`src/core/rds_pkg.sv`:
```
package rds_pkg;
  // ==========================================================================
  // Clock and time base.
  localparam int unsigned CLK_HZ = 40000000;
  localparam int unsigned SEC_CYC = CLK_HZ;
  localparam logic [25:0] SEC_LAST = 26'(SEC_CYC - 1);
  localparam int unsigned WARMUP_S = 120;
  localparam int unsigned LOCK_RB_S = 20 * 60;
  localparam int unsigned LOCK_OC_S = 5 * 60;
  localparam int unsigned FINE_RB_S = 4 * 3600;
  localparam int unsigned FINE_OC_S = 5;
  localparam int unsigned HOLD_DEF_S = 24 * 3600;
  localparam int unsigned PPS_MIN_S = 3;
  localparam logic [31:0] HOLD_RST = 32'(HOLD_DEF_S);

  // ==========================================================================
  // Avalon register map, byte addresses.
  localparam logic [4:0] A_CTRL = 5'h00;
  localparam logic [4:0] A_HOLD_DUR = 5'h04;
  localparam logic [4:0] A_DELAY = 5'h08;
  localparam logic [4:0] A_STATUS = 5'h0c;
  localparam logic [4:0] A_ELAPSED = 5'h10;
  localparam logic [4:0] A_EFF_DLY = 5'h14;
  localparam int CTRL_SEL_LSB = 0;
  localparam int CTRL_FORCE = 4;
  localparam int CTRL_OSC_LSB = 8;
  localparam int ST_LOCK_LSB = 0;
  localparam int ST_TOD_LSB = 4;
  localparam int ST_PPS_LSB = 8;
  localparam int ST_READY_PART = 12;
  localparam int ST_READY_FULL = 13;
  localparam int ST_UNRELIABLE = 14;

  // ==========================================================================
  // Enumerations.
  typedef enum logic [2:0] {
    RDS_SRC_INTERNAL = 3'b000,
    RDS_SRC_CLOCK = 3'b001,
    RDS_SRC_TOD = 3'b010,
    RDS_SRC_PPS_PORT = 3'b011,
    RDS_SRC_PPS_COAX = 3'b100,
    RDS_SRC_ETH_A = 3'b101,
    RDS_SRC_ETH_B = 3'b110,
    RDS_SRC_GNSS = 3'b111
  } rds_src_e;

  typedef enum logic [1:0] {
    RDS_OSC_TCXO = 2'b00,
    RDS_OSC_OCXO = 2'b01,
    RDS_OSC_RB = 2'b10
  } rds_osc_e;

  typedef enum logic [2:0] {
    RDS_ST_WARMUP = 3'b000,
    RDS_ST_LOCKING = 3'b001,
    RDS_ST_FINE = 3'b010,
    RDS_ST_LOCKED = 3'b011,
    RDS_ST_HOLD = 3'b100,
    RDS_ST_HOLD_TO = 3'b101,
    RDS_ST_FREE = 3'b110,
    RDS_ST_REF_ERR = 3'b111
  } rds_state_e;

  typedef enum logic [1:0] {
    RDS_TOD_NONE = 2'b00,
    RDS_TOD_G8271 = 2'b01,
    RDS_TOD_NMEA = 2'b10,
    RDS_TOD_CT = 2'b11
  } rds_tod_e;

  typedef enum logic [1:0] {
    RDS_PPS_NONE = 2'b00,
    RDS_PPS_1S = 2'b01,
    RDS_PPS_2S = 2'b10
  } rds_pps_e;

  typedef struct packed {
    logic warmup_done;
    logic ref_present;
    logic ref_fault;
    logic converged;
  } rds_ref_s;
endpackage : rds_pkg

```
`src/core/rds_sync3.sv`:
```
`timescale 1ns/10ps
module rds_sync3 import rds_pkg::*;
(
  input wire logic ref_clk,
  input wire logic reset,
  input wire logic clk_en,
  input wire logic async_in,
  output logic sync_out
);
  logic [2:0] sh_q;

  // The change is taken once the second and third stages agree.
  always_ff @(posedge ref_clk)
  begin
    if (reset)
    begin
      sh_q <= 3'h0;
      sync_out <= 1'b0;
    end
    else if (clk_en)
    begin
      sh_q <= {sh_q[1:0], async_in};
      if (sh_q[2] == sh_q[1])
      begin
        sync_out <= sh_q[2];
      end
    end
  end
endmodule : rds_sync3

```
`src/core/rds_pps_class.sv`:
```
`timescale 1ns/10ps
module rds_pps_class import rds_pkg::*;
(
  input wire logic ref_clk,
  input wire logic reset,
  input wire logic clk_en,
  input wire logic sec_tick,
  input wire logic pulse,
  output rds_pps_e pps_type
);
  logic pulse_q;
  logic [1:0] gap_q;
  logic [1:0] good_q;
  logic rise;
  logic [2:0] gap_now;

  assign rise = pulse & ~pulse_q;
  // A second tick in the cycle of the edge still counts toward this gap.
  assign gap_now = {1'b0, gap_q} + {2'h0, sec_tick};

  // ==========================================================================
  // pulse classification
  // Seconds between rising edges decide 1 or 2 s; four seconds without an edge means no pulse.
  always_ff @(posedge ref_clk)
  begin
    if (reset)
    begin
      pulse_q <= 1'b0;
      gap_q <= 2'h0;
      good_q <= 2'h0;
      pps_type <= RDS_PPS_NONE;
    end
    else if (clk_en)
    begin
      pulse_q <= pulse;
      if (rise)
      begin
        gap_q <= 2'h0;
        if (gap_now == 3'h1 || gap_now == 3'h2)
        begin
          if (good_q != 2'h3)
          begin
            good_q <= good_q + 2'h1;
          end
          else
          begin
            pps_type <= (gap_now == 3'h1) ? RDS_PPS_1S : RDS_PPS_2S;
          end
        end
        else
        begin
          good_q <= 2'h0;
        end
      end
      else if (sec_tick)
      begin
        if (gap_q == 2'h3)
        begin
          good_q <= 2'h0;
          pps_type <= RDS_PPS_NONE;
        end
        else
        begin
          gap_q <= gap_q + 2'h1;
        end
      end
    end
  end
endmodule : rds_pps_class

```
`src/core/rds_core.sv`:
```
// Behaviour
// - Warm-up reported after start; no accuracy claimed during warm-up.
// - Locking follows warm-up; twenty minutes rubidium, five minutes oven.
// - Fine locking follows; four hours rubidium, few seconds oven.
// - Fine locking signals partial readiness; only locked signals full readiness.
// - Locked entered when difference stops shrinking; keeps tracking.
// - Holdover only after lock to time or phase reference lost.
// - Force-holdover puts oven or rubidium units into holdover.
// - Temperature-compensated oscillator refuses forced and automatic holdover.
// - Holdover elapsed count starts at zero each holdover period.
// - Elapsed above programmed duration gives holdover timeout, unreliable.
// - Holdover duration is programmable, resets to twenty-four hours.
// - Free running when undisciplined; phase and time marked unreliable.
// - Reference error when locking sequence cannot complete.
// - Input selector offers eight reference sources.
// - Delay compensation applies only to pulse or time-of-day sources.
// - One delay setting serves phase and time references, not frequency.
// - Time-of-day protocol reported as none, G.8271, NMEA or CT.
// - Pulse train classed as one or two seconds, or none.
//
// The placing of the registers and the Avalon-MM interface to the registers are this design's own decisions.
`timescale 1ns/10ps
module rds_core import rds_pkg::*;
#(
  parameter int unsigned SEC_CYCLES = SEC_CYC,
  parameter int unsigned WARMUP_SEC = WARMUP_S,
  parameter int unsigned LOCK_RB_SEC = LOCK_RB_S,
  parameter int unsigned LOCK_OC_SEC = LOCK_OC_S,
  parameter int unsigned FINE_RB_SEC = FINE_RB_S,
  parameter int unsigned FINE_OC_SEC = FINE_OC_S
)
(
  input wire logic ref_clk,
  input wire logic reset,
  input wire logic clk_en,
  input wire logic [4:0] avs_address,
  input wire logic avs_read,
  input wire logic avs_write,
  input wire logic [31:0] avs_writedata,
  input wire logic [3:0] avs_byteenable,
  output logic [31:0] avs_readdata,
  output logic avs_waitrequest,
  input wire rds_ref_s ref_info,
  input wire logic pps_pin,
  input wire logic [1:0] tod_proto,
  output rds_state_e lock_state,
  output logic ready_partial,
  output logic ready_full,
  output logic unreliable,
  output logic [31:0] eff_delay
);
  logic [2:0] sel_q;
  logic force_q;
  logic [1:0] osc_q;
  logic [31:0] hold_dur_q;
  logic [31:0] delay_q;
  logic [31:0] elapsed_q;
  logic [31:0] sec_in_state_q;
  logic [25:0] div_q;
  logic sec_tick;
  logic pps_sync;
  logic acc_q;
  rds_pps_e pps_type;
  rds_tod_e tod_q;
  rds_state_e state_d;
  logic ref_timed;
  logic hold_ok;
  logic was_locked_q;
  logic pulse_src;
  logic [31:0] lock_lim;
  logic [31:0] fine_lim;
  rds_ref_s ref_q;

  assign pulse_src = (sel_q == RDS_SRC_PPS_PORT) || (sel_q == RDS_SRC_PPS_COAX)
    || (sel_q == RDS_SRC_TOD);
  assign ref_timed = pulse_src || (sel_q == RDS_SRC_GNSS);
  assign hold_ok = (osc_q != RDS_OSC_TCXO);
  assign lock_lim = (osc_q == RDS_OSC_RB) ? 32'(LOCK_RB_SEC) : 32'(LOCK_OC_SEC);
  assign fine_lim = (osc_q == RDS_OSC_RB) ? 32'(FINE_RB_SEC) : 32'(FINE_OC_SEC);
  assign sec_tick = clk_en && (div_q == 26'(SEC_CYCLES - 1));

  // ==========================================================================
  // Pin synchroniser and pulse classifier.
  rds_sync3 u_pps_sync (
    .ref_clk(ref_clk),
    .reset(reset),
    .clk_en(clk_en),
    .async_in(pps_pin),
    .sync_out(pps_sync)
  );

  rds_pps_class u_pps (
    .ref_clk(ref_clk),
    .reset(reset),
    .clk_en(clk_en),
    .sec_tick(sec_tick),
    .pulse(pps_sync),
    .pps_type(pps_type)
  );

  // ==========================================================================
  // Seconds divider.
  // one second base
  always_ff @(posedge ref_clk)
  begin
    if (reset)
    begin
      div_q <= 26'h0;
    end
    else if (clk_en)
    begin
      div_q <= sec_tick ? 26'h0 : div_q + 26'h1;
    end
  end

  // ==========================================================================
  // Avalon slave: one wait cycle, then the answer.
  always_ff @(posedge ref_clk)
  begin
    if (reset)
    begin
      acc_q <= 1'b0;
      avs_waitrequest <= 1'b1;
    end
    else if (clk_en)
    begin
      acc_q <= (avs_read || avs_write) && !acc_q;
      avs_waitrequest <= !((avs_read || avs_write) && !acc_q);
    end
  end

  always_ff @(posedge ref_clk)
  begin
    if (reset)
    begin
      sel_q <= RDS_SRC_INTERNAL;
      force_q <= 1'b0;
      osc_q <= RDS_OSC_TCXO;
      hold_dur_q <= HOLD_RST;
      delay_q <= 32'h0;
    end
    else if (clk_en && acc_q && avs_write)
    begin
      case (avs_address)
        A_CTRL:
        begin
          if (avs_byteenable[0])
          begin
            sel_q <= avs_writedata[CTRL_SEL_LSB +: 3];
            force_q <= avs_writedata[CTRL_FORCE];
          end
          if (avs_byteenable[1])
          begin
            osc_q <= avs_writedata[CTRL_OSC_LSB +: 2];
          end
        end
        A_HOLD_DUR:
        begin
          for (int b = 0; b < 4; b++)
          begin
            if (avs_byteenable[b])
            begin
              hold_dur_q[8*b +: 8] <= avs_writedata[8*b +: 8];
            end
          end
        end
        A_DELAY:
        begin
          for (int b = 0; b < 4; b++)
          begin
            if (avs_byteenable[b])
            begin
              delay_q[8*b +: 8] <= avs_writedata[8*b +: 8];
            end
          end
        end
        default:
        begin
        end
      endcase
    end
  end

  always_ff @(posedge ref_clk)
  begin
    if (reset)
    begin
      avs_readdata <= 32'h0;
    end
    else if (clk_en)
    begin
      avs_readdata <= 32'h0;
      if (avs_read && !acc_q)
      begin
        case (avs_address)
          A_CTRL: avs_readdata <= {22'h0, osc_q, 3'h0, force_q, 1'b0, sel_q};
          A_HOLD_DUR: avs_readdata <= hold_dur_q;
          A_DELAY: avs_readdata <= delay_q;
          A_STATUS: avs_readdata <= {17'h0, unreliable, ready_full, ready_partial,
            2'h0, pps_type, 2'h0, tod_q, 1'b0, lock_state};
          A_ELAPSED: avs_readdata <= elapsed_q;
          A_EFF_DLY: avs_readdata <= eff_delay;
          default: avs_readdata <= 32'h0;
        endcase
      end
    end
  end

  // ==========================================================================
  // Reference inputs and protocol report.
  // tod protocol report
  always_ff @(posedge ref_clk)
  begin
    if (reset)
    begin
      tod_q <= RDS_TOD_NONE;
      ref_q <= '0;
    end
    else if (clk_en)
    begin
      ref_q <= ref_info;
      tod_q <= (sel_q == RDS_SRC_TOD) ? rds_tod_e'(tod_proto) : RDS_TOD_NONE;
    end
  end

  always_ff @(posedge ref_clk)
  begin
    if (reset)
    begin
      eff_delay <= 32'h0;
    end
    else if (clk_en)
    begin
      eff_delay <= pulse_src ? delay_q : 32'h0;
    end
  end

  // ==========================================================================
  // Discipline state machine.
  always_comb
  begin
    state_d = lock_state;
    case (lock_state)
      RDS_ST_WARMUP:
        if (ref_q.warmup_done && sec_in_state_q >= 32'(WARMUP_SEC))
          state_d = (sel_q == RDS_SRC_INTERNAL) ? RDS_ST_FREE : RDS_ST_LOCKING;
      RDS_ST_LOCKING:
        if (ref_q.ref_fault)
          state_d = RDS_ST_REF_ERR;
        else if (!ref_q.ref_present)
          state_d = (hold_ok && was_locked_q) ? RDS_ST_HOLD : RDS_ST_FREE;
        else if (sec_in_state_q >= lock_lim)
          state_d = RDS_ST_FINE;
      RDS_ST_FINE:
        if (ref_q.ref_fault)
          state_d = RDS_ST_REF_ERR;
        else if (!ref_q.ref_present)
          state_d = (hold_ok && was_locked_q) ? RDS_ST_HOLD : RDS_ST_FREE;
        else if (sec_in_state_q >= fine_lim && ref_q.converged)
          state_d = RDS_ST_LOCKED;
      RDS_ST_LOCKED:
        if (!ref_q.ref_present)
          state_d = (hold_ok && ref_timed) ? RDS_ST_HOLD : RDS_ST_FREE;
        else if (force_q && hold_ok && ref_timed)
          state_d = RDS_ST_HOLD;
      RDS_ST_HOLD:
        if (elapsed_q > hold_dur_q)
          state_d = RDS_ST_HOLD_TO;
        else if (!force_q && ref_q.ref_present)
          state_d = RDS_ST_LOCKING;
      RDS_ST_HOLD_TO:
        if (!force_q && ref_q.ref_present)
          state_d = RDS_ST_LOCKING;
      RDS_ST_FREE:
        if (sel_q != RDS_SRC_INTERNAL && ref_q.ref_present && !force_q)
          state_d = RDS_ST_LOCKING;
      RDS_ST_REF_ERR:
        if (!ref_q.ref_fault && ref_q.ref_present)
          state_d = RDS_ST_LOCKING;
      default:
        state_d = RDS_ST_WARMUP;
    endcase
    if (force_q && hold_ok && was_locked_q &&
        (lock_state == RDS_ST_LOCKING || lock_state == RDS_ST_FINE))
      state_d = RDS_ST_HOLD;
    if (lock_state != RDS_ST_WARMUP && lock_state != RDS_ST_HOLD &&
        lock_state != RDS_ST_HOLD_TO && sel_q == RDS_SRC_INTERNAL && !force_q)
      state_d = RDS_ST_FREE;
  end

  always_ff @(posedge ref_clk)
  begin
    if (reset)
    begin
      lock_state <= RDS_ST_WARMUP;
      sec_in_state_q <= 32'h0;
      was_locked_q <= 1'b0;
    end
    else if (clk_en)
    begin
      lock_state <= state_d;
      if (state_d != lock_state)
        sec_in_state_q <= 32'h0;
      else if (sec_tick && sec_in_state_q != 32'hffffffff)
        sec_in_state_q <= sec_in_state_q + 32'h1;
      if (lock_state == RDS_ST_LOCKED)
        was_locked_q <= ref_timed;
    end
  end

  always_ff @(posedge ref_clk)
  begin
    if (reset)
    begin
      elapsed_q <= 32'h0;
    end
    else if (clk_en)
    begin
      if (lock_state != RDS_ST_HOLD && lock_state != RDS_ST_HOLD_TO)
        elapsed_q <= 32'h0;
      else if (sec_tick && elapsed_q != 32'hffffffff)
        elapsed_q <= elapsed_q + 32'h1;
    end
  end

  always_ff @(posedge ref_clk)
  begin
    if (reset)
    begin
      ready_partial <= 1'b0;
      ready_full <= 1'b0;
      unreliable <= 1'b1;
    end
    else if (clk_en)
    begin
      ready_partial <= (state_d == RDS_ST_FINE) || (state_d == RDS_ST_LOCKED) ||
        (state_d == RDS_ST_HOLD);
      ready_full <= (state_d == RDS_ST_LOCKED);
      unreliable <= (state_d == RDS_ST_WARMUP) || (state_d == RDS_ST_HOLD_TO) ||
        (state_d == RDS_ST_FREE) || (state_d == RDS_ST_REF_ERR) ||
        (state_d == RDS_ST_LOCKING);
    end
  end

  // ==========================================================================
  // Checks.
  a_hold_needs_osc: assert property (@(posedge ref_clk) disable iff (reset)
    (lock_state == RDS_ST_HOLD) |-> (osc_q != RDS_OSC_TCXO))
    else $error("holdover with tcxo");
  a_full_only_locked: assert property (@(posedge ref_clk) disable iff (reset)
    ready_full |-> (lock_state == RDS_ST_LOCKED))
    else $error("full ready outside locked");
  a_timeout_move: assert property (@(posedge ref_clk) disable iff (reset)
    (clk_en && lock_state == RDS_ST_HOLD && elapsed_q > hold_dur_q) |=>
    (lock_state == RDS_ST_HOLD_TO) ##1 (unreliable || !clk_en))
    else $error("holdover timeout missed");
  a_elapsed_zero: assert property (@(posedge ref_clk) disable iff (reset)
    (clk_en && lock_state != RDS_ST_HOLD && lock_state != RDS_ST_HOLD_TO) |=>
    (elapsed_q == 32'h0))
    else $error("elapsed not cleared");
  a_delay_gate: assert property (@(posedge ref_clk) disable iff (reset)
    (clk_en && !pulse_src) |=> (eff_delay == 32'h0))
    else $error("delay on frequency source");
  a_free_unrel: assert property (@(posedge ref_clk) disable iff (reset)
    (lock_state == RDS_ST_FREE) |-> unreliable)
    else $error("free run not unreliable");
  a_warm_no_ready: assert property (@(posedge ref_clk) disable iff (reset)
    (lock_state == RDS_ST_WARMUP) |-> !ready_full)
    else $error("ready in warm-up");
  a_elapsed_sat: assert property (@(posedge ref_clk) disable iff (reset)
    (elapsed_q == 32'hffffffff) |=> (elapsed_q != 32'h0 || lock_state != $past(lock_state)
    || (lock_state != RDS_ST_HOLD && lock_state != RDS_ST_HOLD_TO)))
    else $error("elapsed wrapped");
endmodule : rds_core

```
`config.mk`:
```
export PLATFORM = sky130hd
export DESIGN_NAME = rds_core
export DESIGN_NICKNAME = d
export VERILOG_FILES = /design/src/core/rds_pkg.sv /design/src/core/rds_sync3.sv /design/src/core/rds_pps_class.sv /design/src/core/rds_core.sv
export SDC_FILE = /design/constraint.sdc
export NUM_CORES = 1
export LEC_CHECK = 0
export BUFFER_PORTS_ARGS = -buffer_cell sky130_fd_sc_hd__buf_2
export CAP_MARGIN = 20
export CORE_UTILIZATION = 40
export DETAILED_ROUTE_END_ITERATION = 7
export SLEW_MARGIN = 20
export SYNTH_ARGS = -nofsm -noshare
export SYNTH_HDL_FRONTEND = slang
export SYNTH_SLANG_ARGS = --single-unit
```
`constraint.sdc`:
```
create_clock -name ref_clk -period 3.4 [get_ports ref_clk]
set_clock_uncertainty 0.1 [all_clocks]
set_input_delay 0.51 -clock ref_clk [delete_from_list [all_inputs] [get_ports ref_clk]]
set_output_delay 0.51 -clock ref_clk [all_outputs]
set_load 0.02 [all_outputs]
```
==> insert_results.sql <==
INSERT INTO impl_metrics (metric_group, metric, value, unit) VALUES
('setup_path', 'timing.critical_path.cells', 'nor4b_1 -> nand3b_1 -> or4_1 -> inv_1 -> ha_1 -> ha_1 -> xnor2_1 -> nor2_1 -> nand2_1 -> nand2_1 -> a21oi_1 -> nor2_1 -> mux2i_1 -> nor2_1', ''),
('logic_synthesis', 'share_of_synthesized_flip_flops_with_an_asynchronous_set_or_reset', '0', '%'),
('logic_synthesis', 'ys_seq_elements', '250', ''),
('cts', 'postCtsSetupBuffers', '0', ''),
('setup_path', 'endpoint_kind', 'flop', ''),
('logic_synthesis', 'postSynthCellCount', '1414', ''),
('timing', 'final.setup.worst_slack', '0.237', 'ns'),
('grt', 'grtUsageMet2', '36.8', '%'),
('timing', 'period_minus_slack', '3.16', 'ns'),
('die', 'starting_utilization_of_the_core_area', '40.9', '%'),
('die', 'boundaryPins', '124', ''),
('hold_path', 'whs_endpoint', 'tod_q[1]', ''),
('drt', 'drt-initial-drc-count', '971', ''),
('placed_design', 'placement.io_buffers', '123', ''),
('cts', 'cts_htree_levels', '1', ''),
('logic_synthesis', 'synth-warning-count', '0', ''),
('drt', 'post_drt_via_cell_ratio', '5.55', ''),
('timing', 'drv_slew', '0', ''),
('drt', 'drc', '0', ''),
('grt', 'grt.total_usage', '22.0', '%'),
('grt', 'grtUsageMet3', '2.96', '%'),
('logic_synthesis', 'synthesis.area', '12200', 'µm²'),
('logic_synthesis', 'synthesis.nets', '1516', ''),
('final_layout', 'antenna-diode-count', '0', ''),
('cts', 'cts_repair_resize_count', '0', ''),
('die', 'floorplan.rows', '63', ''),
('cts', 'tritoncts.num_buffers', '29', ''),
('setup_path', 'worstSetupPathType', 'flop to flop', ''),
('hold_path', 'min_from', 'tod_proto[1]', ''),
('drt', 'drt-wirelength-per-cell', '17.7', 'µm'),
('drt', 'drtAntennaViolNets', '0', ''),
('grt', 'grt_remaining_overflow', '0', ''),
('timing', 'fmax', '0.316', 'GHz'),
('logic_synthesis', 'count_of_flip_flops_with_a_built_in_enable_after_synthesis', '0', ''),
('die', 'die_area', '31300', 'µm²'),
('cts', 'clk_transition_reported_paths', '0.06', 'ns'),
('final_layout', 'drive_above_1_share', '16.1', '%'),
('setup_path', 'delay_of_the_slowest_critical_path_stage', '0.54', 'ns'),
('setup_path', 'reg_to_reg_endpoint', 'u_pps.good_q[0]', ''),
('final_layout', 'layout.cells.most_common_list', 'sky130_fd_sc_hd__dfxtp_1, sky130_fd_sc_hd__nor2_1, sky130_fd_sc_hd__nand2_1, sky130_fd_sc_hd__buf_2, sky130_fd_sc_hd__mux2i_1', ''),
('setup_path', 'timing.critical_path.required', '3.70', 'ns'),
('placed_design', 'postPlaceCellArea', '13500', 'µm²'),
('hold_path', 'min_path_cells', '2', ''),
('drt', 'drt-pass1-iter-count', '5', ''),
('hold_path', 'worst_hold_path_type', 'primary input to flop', ''),
('power_and_ir_drop', 'power.density_cell_area', '450', 'nW/µm²'),
('status', 'outcome', 'finished clean', ''),
('setup_path', 'path_common_cell', 'sky130_fd_sc_hd__nor2_1', ''),
('cts', 'clock_latency', '0.56', 'ns'),
('setup_path', 'cp.arrival', '3.46', 'ns'),
('cts', 'tritoncts', 'done', ''),
('cts', 'cts_root_buffer', 'sky130_fd_sc_hd__clkbuf_16', ''),
('setup_path', 'worstRegToRegCells', '14', ''),
('setup_path', 'crit_path_top_delay_cell', 'sky130_fd_sc_hd__or4_1', ''),
('setup_path', 'start_kind', 'flop', ''),
('logic_synthesis', 'ys_dominant_reg_cell', 'sky130_fd_sc_hd__dfxtp_1', ''),
('timing', 'worst_slew_margin_rel', '47.7', '%'),
('power_and_ir_drop', 'p_leak', '0.00555', 'µW'),
('die', 'core_region_area', '29900', 'µm²'),
('timing', 'setup_total_negative_slack', '0', 'ns'),
('timing', 'min_period_over_period', '93.0', '%'),
('run', 'timing.max_cap.violations', '0', ''),
('drt', 'detailroute.via_count', '10909', ''),
('final_layout', 'layout.cells.most_common', 'sky130_fd_sc_hd__dfxtp_1', ''),
('grt', 'grt_pass1_wl', '55.4', 'mm'),
('logic_synthesis', 'synth_cell_type_count', '64', ''),
('grt', 'antenna_found_initial', '0', ''),
('cts', 'hold_buffers', '0', ''),
('setup_path', 'crit-reg2reg-launch', 'div_q[19]', ''),
('grt', 'gr-usage-met1', '29.7', '%'),
('placed_design', 'placement.setup.worst_slack', '0.128', 'ns');
==> registers in the layout, summed over array words and instances (netlist names), 2 cells and up <==
register,count
hold_dur_q,32
elapsed_q,32
tod_q,2
eff_delay,32
delay_q,32
u_pps.gap_q,2
avs_readdata,32
div_q,26
sel_q,3
lock_state,3
u_pps.good_q,2
u_pps.pps_type,2
osc_q,2
sec_in_state_q,32
u_pps_sync.sh_q,3
ref_q,4
==> routing by layer <==
layer | up-vias | wire length [µm] | part of all wire [%]
met1 | 5214 | 16300 | 47
met5 | - | 0 | 0
li1 | 5359 | - | -
met2 | 290 | 16200 | 46
met4 | 0 | 670 | 1.9
met3 | 46 | 1700 | 4.9
==> final cells by class <==
type / count / area, µm² / share of cell area (%)
well taps: 390 / 488 / 3.37
multi-input cells: 1036 / 6770 / 46.7
clock inverters: 18 / 184 / 1.27
repair buffers: 183 / 1080 / 7.46
flip-flops and latches: 250 / 5000 / 34.5
clock buffers: 35 / 768 / 5.30
inverters: 52 / 195 / 1.35
==> critical path, delay by kind of cell (launching register included) <==
family / cells / cell delay (ns)
and+or+nand+nor: 8 / 1.60
adders and majority gates: 2 / 0.40
DFF: 1 / 0.35
muxes: 1 / 0.20
xor gates and xnor gates: 1 / 0.15
buffers and inverters: 1 / 0.13
AOI/OAI and AO/OA: 1 / 0.08
==> synthesized netlist by cell type, types with 13 or more instances <==
cell type	instances	share of area, %
sky130_fd_sc_hd__or3_1	13	0.67
sky130_fd_sc_hd__a21oi_1	75	3.1
sky130_fd_sc_hd__inv_1	52	1.6
sky130_fd_sc_hd__mux2i_1	92	7.5
sky130_fd_sc_hd__ha_1	49	5.0
sky130_fd_sc_hd__nand3_1	43	1.8
sky130_fd_sc_hd__nand2_1	131	4.0
sky130_fd_sc_hd__o21ai_0	71	2.9
sky130_fd_sc_hd__nor2_1	179	5.5
sky130_fd_sc_hd__a22o_1	38	2.7
sky130_fd_sc_hd__xnor2_1	31	2.2
sky130_fd_sc_hd__clkbuf_1	66	2.0
sky130_fd_sc_hd__xor2_1	51	3.7
sky130_fd_sc_hd__a222oi_1	22	1.8
sky130_fd_sc_hd__nand4_1	37	1.9
sky130_fd_sc_hd__and4_1	16	1.1
sky130_fd_sc_hd__dfxtp_1	250	41
sky130_fd_sc_hd__and3_1	13	0.67
sky130_fd_sc_hd__nor3_1	26	1.1
==> cell families after synthesis <==
kind of cell | share of synthesized area (%)
xor+xnor | 5.88
compound gates | 16.0
fa+ha+maj | 5.02
mux | 7.54
buf+inv | 4.02
flops | 41.0
simple gates | 20.6
==> per-stage QoR <==
step           instances  hold WS (ns)  utilization (%)
2_1_floorplan       1414         0.336                -
3_3_place_gp        1911         0.330             45.3
3_5_place_dp        1911         0.331             45.3
4_1_cts             1964        0.0635             48.5
5_1_grt             1964        0.0658             48.5
6_report            1964        0.0742             48.5
==> report_power, final <==
group / switching [µW] / internal (µW)
Sequential: 25.6 / 2950
Clock: 1260 / 1840
Combinational: 294 / 150
Total: 1580 / 4940
==> how the worst max path moves through the flow <==
stage                         start           endpoint  slack [ns]  cells past startpoint
after floorplan              clk_en  u_pps.pps_type[0]        0.16                     16
after global placement       clk_en    u_pps.good_q[0]        0.21                     15
after detailed placement     clk_en  u_pps.pps_type[0]        0.13                     14
after CTS                 div_q[19]  u_pps.pps_type[0]        0.24                     13
after global routing      div_q[19]    u_pps.good_q[0]       -0.04                     14
final                     div_q[19]    u_pps.good_q[0]        0.24                     14
Power figures use the tool's default switching activity.
